**src/fap_pkg.sv**
```systemverilog
package fap_pkg;
  localparam int NEP = 4;
  localparam int LW = 11;
  // Register indices; byte address is four times the index
  localparam logic [15:0] IDX_LEN_HI [NEP] = '{16'hE620, 16'hE622, 16'hE624, 16'hE626};
  localparam logic [15:0] IDX_LEN_LO [NEP] = '{16'hE621, 16'hE623, 16'hE625, 16'hE627};
  localparam logic [15:0] IDX_PF2_HI = 16'hE630;
  localparam logic [15:0] IDX_PF2_LO = 16'hE631;
  localparam logic [15:0] IDX_PF4_HI = 16'hE632;
  localparam logic [15:0] IDX_PF4_LO = 16'hE633;
  localparam logic [15:0] IDX_CTRL = 16'hE638;
  localparam logic [15:0] IDX_STAT = 16'hE639;
  localparam logic [7:0] RST_LEN_HI = 8'h02;
  localparam logic [7:0] RST_LEN_LO = 8'h00;
  localparam logic [7:0] RST_PF_HI = 8'h88;
  localparam logic [7:0] RST_PF_LO = 8'h00;
  localparam logic [7:0] RST_CTRL = 8'h00;
  localparam logic [7:0] LEN_HI_MASK [NEP] = '{8'h07, 8'h03, 8'h07, 8'h03};
  localparam logic [LW-1:0] MAX_LEN [NEP] = '{11'h400, 11'h200, 11'h400, 11'h200};
  localparam logic [7:0] PF2_HI_MASK = 8'hFB;
  localparam logic [7:0] PF4_HI_MASK = 8'hD9;
  localparam logic [7:0] CTRL_MASK = 8'h7F;
  localparam logic [10:0] PF4_MAX = 11'h400;
  // Control bits: auto commit per endpoint in 3..0
  localparam int C_HS = 4;
  localparam int C_IN2 = 5;
  localparam int C_IN4 = 6;
  // Flag register field positions
  localparam int B_FLAG_DECISION_SELECT = 7;
  localparam int B_PKST = 6;
  localparam int PK_HS_MSB = 5;
  localparam int PK_HS_LSB = 3;
  localparam int PK4_MSB = 4;
  localparam int PK_FS_MSB = 7;
  localparam int PK_FS_LSB = 6;
  localparam int FS_LO_MSB = 5;
  localparam int B_C9 = 1;
  localparam int B_C8 = 0;
endpackage

```
**src/fap_top.sv**
```systemverilog
// Chosen here: register access over APB.
`timescale 1ns/1ns
module fap_top #(
  parameter int ADDR_W = 18
) (
  // Clock and reset
  input wire logic ref_clk_in,
  input wire logic rst_n_in,
  // APB slave
  input wire logic psel_in,
  input wire logic penable_in,
  input wire logic pwrite_in,
  input wire logic [ADDR_W-1:0] paddr_in,
  input wire logic [31:0] pwdata_in,
  output logic [31:0] prdata_out,
  output logic pready_out,
  output logic pslverr_out,
  // IN data from the FIFO side
  input wire logic src_valid_in,
  output logic src_ready_out,
  input wire logic [7:0] src_data_in,
  input wire logic [1:0] src_ep_in,
  // Packetised data to the serial engine
  output logic pkt_valid_out,
  input wire logic pkt_ready_in,
  output logic [7:0] pkt_data_out,
  output logic [1:0] pkt_ep_out,
  output logic pkt_last_out,
  // Decoded flag levels
  output logic [2:0] ep2_packet_count_field_out,
  output logic [12:0] ep2_flag_count_field_out,
  output logic [1:0] ep2_select_out,
  output logic [1:0] ep4_packet_count_field_out,
  output logic [10:0] ep4_flag_count_field_out,
  output logic [1:0] ep4_select_out
);
  localparam int NEP = fap_pkg::NEP;
  localparam int LW = fap_pkg::LW;
  localparam int BW = 11;

  logic [7:0] len_hi_ff [NEP];
  logic [7:0] len_lo_ff [NEP];
  logic [7:0] nxt_len_hi [NEP];
  logic [7:0] nxt_len_lo [NEP];
  logic [7:0] pf_hi_ff [2];
  logic [7:0] pf_lo_ff [2];
  logic [7:0] nxt_pf_hi [2];
  logic [7:0] nxt_pf_lo [2];
  logic [7:0] ctrl_ff, nxt_ctrl;
  logic pready_ff, nxt_pready, pslverr_ff, nxt_pslverr;
  logic [31:0] prdata_ff, nxt_prdata;
  logic [15:0] idx;
  logic wr_go, hit;
  logic [7:0] rd;
  logic [LW-1:0] cnt_ff [NEP];
  logic [LW-1:0] nxt_cnt [NEP];
  logic [LW-1:0] plen [NEP];
  logic [LW-1:0] raw;
  logic push, pop, push_last;
  logic hv_ff, sv_ff, rdy_ff, nxt_hv, nxt_sv, nxt_rdy;
  logic [BW-1:0] hd_ff, sd_ff, nxt_hd, nxt_sd, push_word;
  logic [2:0] p2_ff, nxt_p2;
  logic [12:0] f2_ff, nxt_f2;
  logic [1:0] p4_ff, nxt_p4, s2_ff, s4_ff, nxt_s2, nxt_s4;
  logic [10:0] f4_ff, nxt_f4, f4_raw;
  logic hs, in2, in4;

  assign idx = paddr_in[17:2];
  assign wr_go = psel_in & penable_in & pready_ff & pwrite_in;

  // Effective length: zero or oversize falls back to the endpoint maximum
  always_comb begin
    raw = '0;
    for (int i = 0; i < NEP; i++) begin
      raw = {len_hi_ff[i][2:0], len_lo_ff[i]};
      plen[i] = (raw == '0 || raw > fap_pkg::MAX_LEN[i]) ? fap_pkg::MAX_LEN[i] : raw;
    end
  end

  // Register file next state and read mux
  always_comb begin
    hit = 1'b0;
    rd = 8'h00;
    nxt_ctrl = ctrl_ff;
    for (int i = 0; i < NEP; i++) begin
      nxt_len_hi[i] = len_hi_ff[i];
      nxt_len_lo[i] = len_lo_ff[i];
      if (idx == fap_pkg::IDX_LEN_HI[i]) begin
        hit = 1'b1;
        rd = len_hi_ff[i];
        if (wr_go) nxt_len_hi[i] = pwdata_in[7:0] & fap_pkg::LEN_HI_MASK[i];
      end
      if (idx == fap_pkg::IDX_LEN_LO[i]) begin
        hit = 1'b1;
        rd = len_lo_ff[i];
        if (wr_go) nxt_len_lo[i] = pwdata_in[7:0];
      end
    end
    nxt_pf_hi = pf_hi_ff;
    nxt_pf_lo = pf_lo_ff;
    case (idx)
      fap_pkg::IDX_PF2_HI: begin
        hit = 1'b1;
        rd = pf_hi_ff[0];
        if (wr_go) nxt_pf_hi[0] = pwdata_in[7:0] & fap_pkg::PF2_HI_MASK;
      end
      fap_pkg::IDX_PF2_LO: begin
        hit = 1'b1;
        rd = pf_lo_ff[0];
        if (wr_go) nxt_pf_lo[0] = pwdata_in[7:0];
      end
      fap_pkg::IDX_PF4_HI: begin
        hit = 1'b1;
        rd = pf_hi_ff[1];
        if (wr_go) nxt_pf_hi[1] = pwdata_in[7:0] & fap_pkg::PF4_HI_MASK;
      end
      fap_pkg::IDX_PF4_LO: begin
        hit = 1'b1;
        rd = pf_lo_ff[1];
        if (wr_go) nxt_pf_lo[1] = pwdata_in[7:0];
      end
      fap_pkg::IDX_CTRL: begin
        hit = 1'b1;
        rd = ctrl_ff;
        if (wr_go) nxt_ctrl = pwdata_in[7:0] & fap_pkg::CTRL_MASK;
      end
      fap_pkg::IDX_STAT: begin
        hit = 1'b1;
        rd = {5'h00, rdy_ff, sv_ff, hv_ff};
      end
      default: begin
      end
    endcase
    nxt_pready = psel_in & penable_in & ~pready_ff;
    nxt_prdata = nxt_pready ? {24'h000000, rd} : 32'h00000000;
    nxt_pslverr = nxt_pready & ~hit;
  end

  // Packetiser: counts bytes per endpoint with auto commit on and marks the packet end
  assign push = src_valid_in & rdy_ff;
  assign pop = hv_ff & pkt_ready_in;
  always_comb begin
    push_last = 1'b0;
    nxt_cnt = cnt_ff;
    if (push) begin
      if (ctrl_ff[src_ep_in]) begin
        push_last = (cnt_ff[src_ep_in] + 11'h001) == plen[src_ep_in];
        nxt_cnt[src_ep_in] = push_last ? '0 : cnt_ff[src_ep_in] + 11'h001;
      end else begin
        nxt_cnt[src_ep_in] = '0;
      end
    end
    push_word = {push_last, src_ep_in, src_data_in};
  end

  // Two-entry buffer: head drives the outputs, skid catches a stalled word
  always_comb begin
    nxt_hv = hv_ff;
    nxt_hd = hd_ff;
    nxt_sv = sv_ff;
    nxt_sd = sd_ff;
    if (!hv_ff || pop) begin
      if (sv_ff) begin
        nxt_hd = sd_ff;
        nxt_hv = 1'b1;
        nxt_sv = 1'b0;
      end else begin
        nxt_hd = push ? push_word : hd_ff;
        nxt_hv = push;
      end
    end else if (push) begin
      nxt_sd = push_word;
      nxt_sv = 1'b1;
    end
    nxt_rdy = ~nxt_sv;
  end

  // Flag level decode by speed and direction
  always_comb begin
    hs = ctrl_ff[fap_pkg::C_HS];
    in2 = ctrl_ff[fap_pkg::C_IN2];
    in4 = ctrl_ff[fap_pkg::C_IN4];
    nxt_s2 = {pf_hi_ff[0][fap_pkg::B_FLAG_DECISION_SELECT], pf_hi_ff[0][fap_pkg::B_PKST]};
    nxt_s4 = {pf_hi_ff[1][fap_pkg::B_FLAG_DECISION_SELECT], pf_hi_ff[1][fap_pkg::B_PKST]};
    nxt_p2 = 3'h0;
    nxt_p4 = 2'h0;
    nxt_f2 = {pf_hi_ff[0][fap_pkg::PK_HS_MSB:fap_pkg::PK_HS_LSB],
              pf_hi_ff[0][fap_pkg::B_C9:fap_pkg::B_C8], pf_lo_ff[0]};
    f4_raw = {pf_hi_ff[1][fap_pkg::PK4_MSB:fap_pkg::PK_HS_LSB],
              pf_hi_ff[1][fap_pkg::B_C8], pf_lo_ff[1]};
    if (in2 && hs) begin
      nxt_p2 = pf_hi_ff[0][fap_pkg::PK_HS_MSB:fap_pkg::PK_HS_LSB];
      nxt_f2 = {3'h0, pf_hi_ff[0][fap_pkg::B_C9:fap_pkg::B_C8], pf_lo_ff[0]};
    end else if (in2) begin
      nxt_p2 = {pf_hi_ff[0][fap_pkg::B_C8],
                pf_lo_ff[0][fap_pkg::PK_FS_MSB:fap_pkg::PK_FS_LSB]};
      nxt_f2 = {3'h0, pf_hi_ff[0][fap_pkg::B_C9], 3'h0,
                pf_lo_ff[0][fap_pkg::FS_LO_MSB:0]};
    end
    if (in4 && hs) begin
      nxt_p4 = pf_hi_ff[1][fap_pkg::PK4_MSB:fap_pkg::PK_HS_LSB];
      f4_raw = {2'h0, pf_hi_ff[1][fap_pkg::B_C8], pf_lo_ff[1]};
    end else if (in4) begin
      nxt_p4 = pf_lo_ff[1][fap_pkg::PK_FS_MSB:fap_pkg::PK_FS_LSB];
      f4_raw = {2'h0, pf_hi_ff[1][fap_pkg::B_C8], 2'h0, pf_lo_ff[1][fap_pkg::FS_LO_MSB:0]};
    end
    nxt_f4 = (f4_raw > fap_pkg::PF4_MAX) ? fap_pkg::PF4_MAX : f4_raw;
  end

  always_ff @(posedge ref_clk_in) begin
    if (!rst_n_in) begin
      for (int i = 0; i < NEP; i++) begin
        len_hi_ff[i] <= fap_pkg::RST_LEN_HI;
        len_lo_ff[i] <= fap_pkg::RST_LEN_LO;
        cnt_ff[i] <= '0;
      end
      for (int j = 0; j < 2; j++) begin
        pf_hi_ff[j] <= fap_pkg::RST_PF_HI;
        pf_lo_ff[j] <= fap_pkg::RST_PF_LO;
      end
      ctrl_ff <= fap_pkg::RST_CTRL;
      pready_ff <= 1'b0;
      pslverr_ff <= 1'b0;
      prdata_ff <= 32'h00000000;
      hv_ff <= 1'b0;
      sv_ff <= 1'b0;
      rdy_ff <= 1'b0;
      hd_ff <= '0;
      sd_ff <= '0;
      p2_ff <= 3'h0;
      f2_ff <= 13'h0000;
      p4_ff <= 2'h0;
      f4_ff <= 11'h000;
      s2_ff <= 2'h0;
      s4_ff <= 2'h0;
    end else begin
      len_hi_ff <= nxt_len_hi;
      len_lo_ff <= nxt_len_lo;
      cnt_ff <= nxt_cnt;
      pf_hi_ff <= nxt_pf_hi;
      pf_lo_ff <= nxt_pf_lo;
      ctrl_ff <= nxt_ctrl;
      pready_ff <= nxt_pready;
      pslverr_ff <= nxt_pslverr;
      prdata_ff <= nxt_prdata;
      hv_ff <= nxt_hv;
      sv_ff <= nxt_sv;
      rdy_ff <= nxt_rdy;
      hd_ff <= nxt_hd;
      sd_ff <= nxt_sd;
      p2_ff <= nxt_p2;
      f2_ff <= nxt_f2;
      p4_ff <= nxt_p4;
      f4_ff <= nxt_f4;
      s2_ff <= nxt_s2;
      s4_ff <= nxt_s4;
    end
  end

  assign prdata_out = prdata_ff;
  assign pready_out = pready_ff;
  assign pslverr_out = pslverr_ff;
  assign src_ready_out = rdy_ff;
  assign pkt_valid_out = hv_ff;
  assign pkt_data_out = hd_ff[7:0];
  assign pkt_ep_out = hd_ff[9:8];
  assign pkt_last_out = hd_ff[10];
  assign ep2_packet_count_field_out = p2_ff;
  assign ep2_flag_count_field_out = f2_ff;
  assign ep2_select_out = s2_ff;
  assign ep4_packet_count_field_out = p4_ff;
  assign ep4_flag_count_field_out = f4_ff;
  assign ep4_select_out = s4_ff;
endmodule

```
**config.mk**
```make
export PLATFORM = sky130hd
export DESIGN_NAME = fap_top
export DESIGN_NICKNAME = d
export VERILOG_FILES = /design/src/fap_pkg.sv /design/src/fap_top.sv
export SDC_FILE = /design/constraint.sdc
export NUM_CORES = 1
export LEC_CHECK = 0
export BUFFER_PORTS_ARGS = -buffer_cell sky130_fd_sc_hd__buf_2
export CAP_MARGIN = 20
export CORE_UTILIZATION = 40
export DETAILED_ROUTE_END_ITERATION = 10
export HOLD_SLACK_MARGIN = 0.06
export PLACE_DENSITY_LB_ADDON = 0.15
export SETUP_SLACK_MARGIN = 0.5
export SLEW_MARGIN = 20
export SYNTH_ARGS = -nofsm -noshare
export SYNTH_HDL_FRONTEND = slang
export SYNTH_SLANG_ARGS = --single-unit
```
**constraint.sdc**
```tcl
create_clock -name ref_clk_in -period 2.7 [get_ports ref_clk_in]
set_input_delay 0.135 -clock ref_clk_in [delete_from_list [all_inputs] [get_ports ref_clk_in]]
set_output_delay 0.135 -clock ref_clk_in [all_outputs]
set_load 0.005 [all_outputs]
```
Word level (Yosys, flattened, before mapping) --
Cells that the tools add are included.
Cells by class: add/sub/neg operators 1, magnitude comparators 8, equal/unequal tests 15, multiplexer cells 50, bitwise logic cells 15, reductions and logical operators 33
Operator list (count):
- equality test 16 bit (second input constant) | 14
- 2-to-1 mux 11 bit | 13
- 2-to-1 mux 8 bit | 7
- case mux 8 bit (6 select lines) | 1
- AND 44 bit | 1
- binary-select mux 11 bit (select 2 bit) | 2
- bitwise mux 44 bit | 1
- logical NOT 11 bit | 4
- 2-to-1 mux 44 bit | 1
- NOT 44 bit | 1
- > comparator 11 bit (second input constant) | 3
- AND reduction 2 bit | 16
- demux 11 bit (select 2 bit) | 1
- > comparator 10 bit (second input constant) | 2
- 2-to-1 mux 10 bit | 2
- 2-to-1 mux 9 bit | 2
- 2-to-1 mux 1 bit | 14
- adder 11 x 1 -> 11 bit (second input constant) | 1
- equality test 11 bit | 1
- 2-to-1 mux 3 bit | 3
- AND 1 bit | 7
- OR reduction 6 bit | 1
- logical OR 1 bit | 5
- NOT 1 bit | 5
- 11 further kinds | 14
Word-level totals: register bits 213, input port bits 67, output and inout bits 80, logic and storage cells 156

Depth between registers and ports, before layout --
depth after elaboration 12, gate-level depth with buffers 13, gate-level depth less buffers 9

Worst setup path after synthesis --
No wires, ideal clock.
kind input to register, from input port src_ep_in[1], to register cnt_ff[11] in the netlist's numbering, library setup time 0.121 ns, arrival 2.765 ns, data required time 2.579 ns, path slack -0.186 ns, stages 13, buffers on the path 4, cells stage by stage buf_2 -> buf_4 -> mux4_2 -> ha_1 -> nand2_1 -> o22a_1 -> or4b_4 -> xnor3_1 -> nand2b_1 -> buf_6 -> buf_8 -> a32oi_1 -> o21ai_2
On the way: cells in the longest elaborated chain, start to end 9, elaborated cells between the ends (all ways) 21, classes of those cells add/sub (1); order compare (2); eq/ne (1); mux (13); bitwise (3); reduce/logical (1)
Ends and longest elaborated chain:
- from (decl) | line fap_top.sv:22 | input wire logic [1:0] src_ep_in,
- NOT 2 -> 3 bit | line fap_top.sv:147, fap_top.sv:148, fap_top.sv:150
- binary-select mux 11 bit (select 2 bit) | line fap_top.sv:147, fap_top.sv:148
- 2-to-1 mux 11 bit (implied by the code) (2 in series) | line fap_top.sv:147, fap_top.sv:148
- adder 11 x 1 -> 11 bit | line fap_top.sv:147, fap_top.sv:148
- equality test 11 bit | line fap_top.sv:147 | push_last = (cnt_ff[src_ep_in] + 11'h001) == plen[src_ep_in];
- 2-to-1 mux 11 bit | line fap_top.sv:148 | nxt_cnt[src_ep_in] = push_last ? '0 : cnt_ff[src_ep_in] + 11'h001;
- bitwise mux 44 bit | line fap_top.sv:148
- 2-to-1 mux 44 bit * | line fap_top.sv:146 | if (ctrl_ff[src_ep_in]) begin
- to (signal assigned) | line fap_top.sv:239 | cnt_ff <= nxt_cnt;
- to (decl) | line fap_top.sv:55 | logic [LW-1:0] cnt_ff [NEP];
Mark *: on every way between the ends. The rest lies on a longest branch, timed or not. The select of a mux whose other input is x is not followed. A chain may end at the register's enable or synchronous reset.

Worst setup path after layout --
from register cnt_ff[1] in the netlist's numbering, to register sd_ff[10]
On the way: cells in the longest elaborated chain, start to end 6
Ends and longest elaborated chain:
- binary-select mux 11 bit (select 2 bit) | line fap_top.sv:147
- 2-to-1 mux 11 bit (implied by the code) (2 in series) | line fap_top.sv:147
- adder 11 x 1 -> 11 bit | line fap_top.sv:147
- equality test 11 bit | line fap_top.sv:147
- 2-to-1 mux 1 bit | line fap_top.sv:146
- to (signal assigned) | line fap_top.sv:250 | sd_ff <= nxt_sd;
- to (decl) | line fap_top.sv:61 | logic [BW-1:0] hd_ff, sd_ff, nxt_hd, nxt_sd, push_word;
No other way between the ends. The select of a mux whose other input is x is not followed.

==> results.toml <==
[status]
outcome = "finished clean"

[critical_path]
crit_arrival_ps = 3000
timing.rr.end = "sd_ff[10]"
cp-start-kind = "flop"
crit_type = "flop to flop"
cp.required_ps = 3040
endpoint_kind = "flop"
path_max_fanout = 6
reg2reg_from = "cnt_ff[1]"
reg2reg_depth = 12
r2r_slack_ps = 30

[clocking]
cts_root_buf = "clkbuf_16"
htreeDepth = 4
cts_buffer_depth = 2
cts_sinks = 189
clock_latency_ps = 440
cts_tree = "yes"
cts_buffers = 17
clkTransAtPathRegs_ps = 80

[synth]
syn_avg_cell_area_sq_um = 9.09
ys_top_cells_by_area = "dfxtp_1, mux2i_1, nand2_1, nor2_1, o21ai_2"
synth_edf_count = 0
async_flop_share = 0
synth.top_cell.area_share = 0.413
ys_warn_count = 0
synth_common_cells = "dfxtp_1, nand2_1, nor2_1"
syn_area_sq_um = 9170
ys_types = 74
ys_ff_latch = 189
synth_cells = 1009
yosysMostFrequentCell = "dfxtp_1"
synth-seq-area-share = 0.413
synth_ff_type = "dfxtp_1"
yosysTopAreaCell = "dfxtp_1"

[floorplanning]
die_area_sq_um = 23500
pin_count = 147
initial_core_util = 0.406
die_w_um = 153
fp.coreArea_sq_um = 22600
rows = 55
die_h_um = 153

[sta]
maxSlewHeadroom = 0.161
setup_ws_ps = 32.7
fmax_ghz = 0.375
tightestPinTransition_ps = 1250
finalSetupViolations = 0
hold_viol = 0
maxSlewViolCount = 0
fin_crit_ps = 2670
post-route-period-util = 0.988
grt_setup_unrepaired = "true"
skew_ps = 16.7

[placement]
dpl_cell_area_sq_um = 10400
gp_congestion = 0.893
pre_cts_slack_ps = -127
hpwl_um = 19500
io_buffers = 96

[route]
via_per_inst = 5.65
num_vias = 8188
dr.pass1.iters = 5
avgRoutedWirePerCell_um = 19.4
drtIter0Drc = 621
drcViolationCount = 0
ant_nets = 0
wl_um = 28200

[pwr]
leakagePower_nw = 4.34
share_seq_of_total_power = 0.489
netSwitchingPower_mw = 1.53
combinationalPowerShare = 0.066
p_per_area_nw_per_um2 = 504
ir_drop_mv = 0.408
p_total_mw = 5.75
switching_share = 0.267
p_int_mw = 4.21
clockPowerShare = 0.444

[min_path]
holdPathEnd = "sv_ff"
hold-path-cell-count = 3
worstHoldStart = "pkt_ready_in"
hold_class = "input port to flop"

[grt]
grtUsageTotal = 0.235
grt_pass1_vias = 7406
grt_pass1_wl_um = 42900
grt_overflow = 0
antenna_found_initial = 0
grt_max_degree = 97

[final_layout]
antenna_cells = 0
final_nets = 1220
final.fill_count = 2181
drive_gt1_frac = 0.293
syn2layout_area_growth_pct = 24.4
fin_area_sq_um = 11400

[job]
maxCapViolations = 0
## area by class of cell
type	count	area, sq um	share of cell area
Clock buffer	18	439	0.0385
Clock inverter	14	176	0.0155
Multi-Input combinational cell	732	5150	0.452
Inverter	15	56.3	0.00493
Timing Repair Buffer	197	1430	0.126
Tap cell	285	357	0.0313
Sequential cell	189	3790	0.332
## registers in the layout, indices dropped and copies added (netlist names), 10 cells and up
signal	flops
len_hi_ff	10
ep4_flag_count_field_out	11
pf_lo_ff	16
len_lo_ff	32
cnt_ff	44
sd_ff	11
ep2_flag_count_field_out	13
hd_ff	11
## logic make-up after synthesis
family / after synthesis / synth area share
and+or+nand+nor: 384 / 0.203
AOI/OAI and AO/OA: 222 / 0.184
muxes: 85 / 0.109
DFF: 189 / 0.413
buffers and inverters: 111 / 0.0670
adders and majority gates: 1 / 0.00136
xor gates and xnor gates: 16 / 0.0229
other: 1 / 0.000409
## layer usage
metal,part of all wire,GRT usage,vias to the layer above
met1,0.46,0.328,3934
met2,0.47,0.371,298
met5,0,0,-
met3,0.053,0.0360,40
li1,-,-,3916
met4,0.024,0.0814,0
## worst max-delay path by stage
stage | startpoint | to | slack, ps | cells after the start
floorplan | cnt_ff[0] | cnt_ff[13] | 40 | 10
global placement | src_ep_in[0] | cnt_ff[0] | -70 | 10
detailed placement | src_ep_in[0] | cnt_ff[15] | -130 | 12
CTS | cnt_ff[1] | cnt_ff[40] | 50 | 11
global route | cnt_ff[23] | cnt_ff[25] | -30 | 10
finish | cnt_ff[1] | sd_ff[10] | 30 | 12
## what timing repair did
action | CTS | global route
setup buffers | 2 | 4
hold buffers | 8 | 0
endpoints found under the hold margin | 15 | 0
endpoints found under the setup margin | 46 | 56
cloned | 0 | 3
pin swaps | 1 | 7
resized for setup | 13 | 34
## stage by stage
step | util | TNS (ps) | hold slack [ps] | cells
3_5_place_dp | 0.459 | -4460 | 394 | 1401
4_1_cts | 0.492 | 0 | 62.0 | 1443
6_report | 0.505 | 0 | 86.8 | 1450
5_1_grt | 0.505 | -261 | 90.3 | 1450
2_1_floorplan | - | 0 | 271 | 1032
3_3_place_gp | 0.459 | -2310 | 388 | 1401
## worst max-delay path: stages (launching register included)
cell,delay (ps)
dfxtp_2,340
mux4_2,280
ha_4,150
nand2b_1,70
o22a_4,240
or4_4,450
and3_4,200
o21ai_4,160
nor4_4,50
buf_4,140
buf_12,140
buf_4,130
a32o_1,200
## cells in the final DEF (no fill, tap or decap), types with 5 or more instances in the layout
master / count
a211oi_1: 13
a21oi_1: 50
a221o_1: 9
a221oi_1: 21
a22oi_1: 10
a32oi_1: 20
a32oi_2: 19
and2_1: 17
and3_1: 18
buf_12: 10
buf_2: 96
buf_4: 77
clkbuf_16: 19
clkinv_8: 7
conb_1: 24
dfxtp_1: 181
dfxtp_2: 8
dlygate4sd3_1: 8
inv_1: 14
mux2i_1: 71
mux4_2: 12
nand2_1: 122
nand2b_1: 9
nand3_1: 42
nand4_1: 5
nor2_1: 102
nor2b_1: 7
nor3_1: 19
nor4_1: 8
nor4_2: 5
o21ai_0: 7
o21ai_2: 40
xnor2_1: 5
## power by group through the flow
| stage | Clock, mW | Combinational [mW] | Sequential [mW] |
|---|---|---|---|
| 3_5_place_dp | 0 | 0.348 | 2.88 |
| 6_report | 2.55 | 0.382 | 2.81 |
| 4_1_cts | 2.62 | 0.360 | 2.81 |
| 3_3_place_gp | 0 | 0.349 | 2.88 |
| 5_1_grt | 2.72 | 0.409 | 2.81 |
| 2_1_floorplan | 0 | 0.232 | 2.88 |
(Power assumes the default switching activity.)
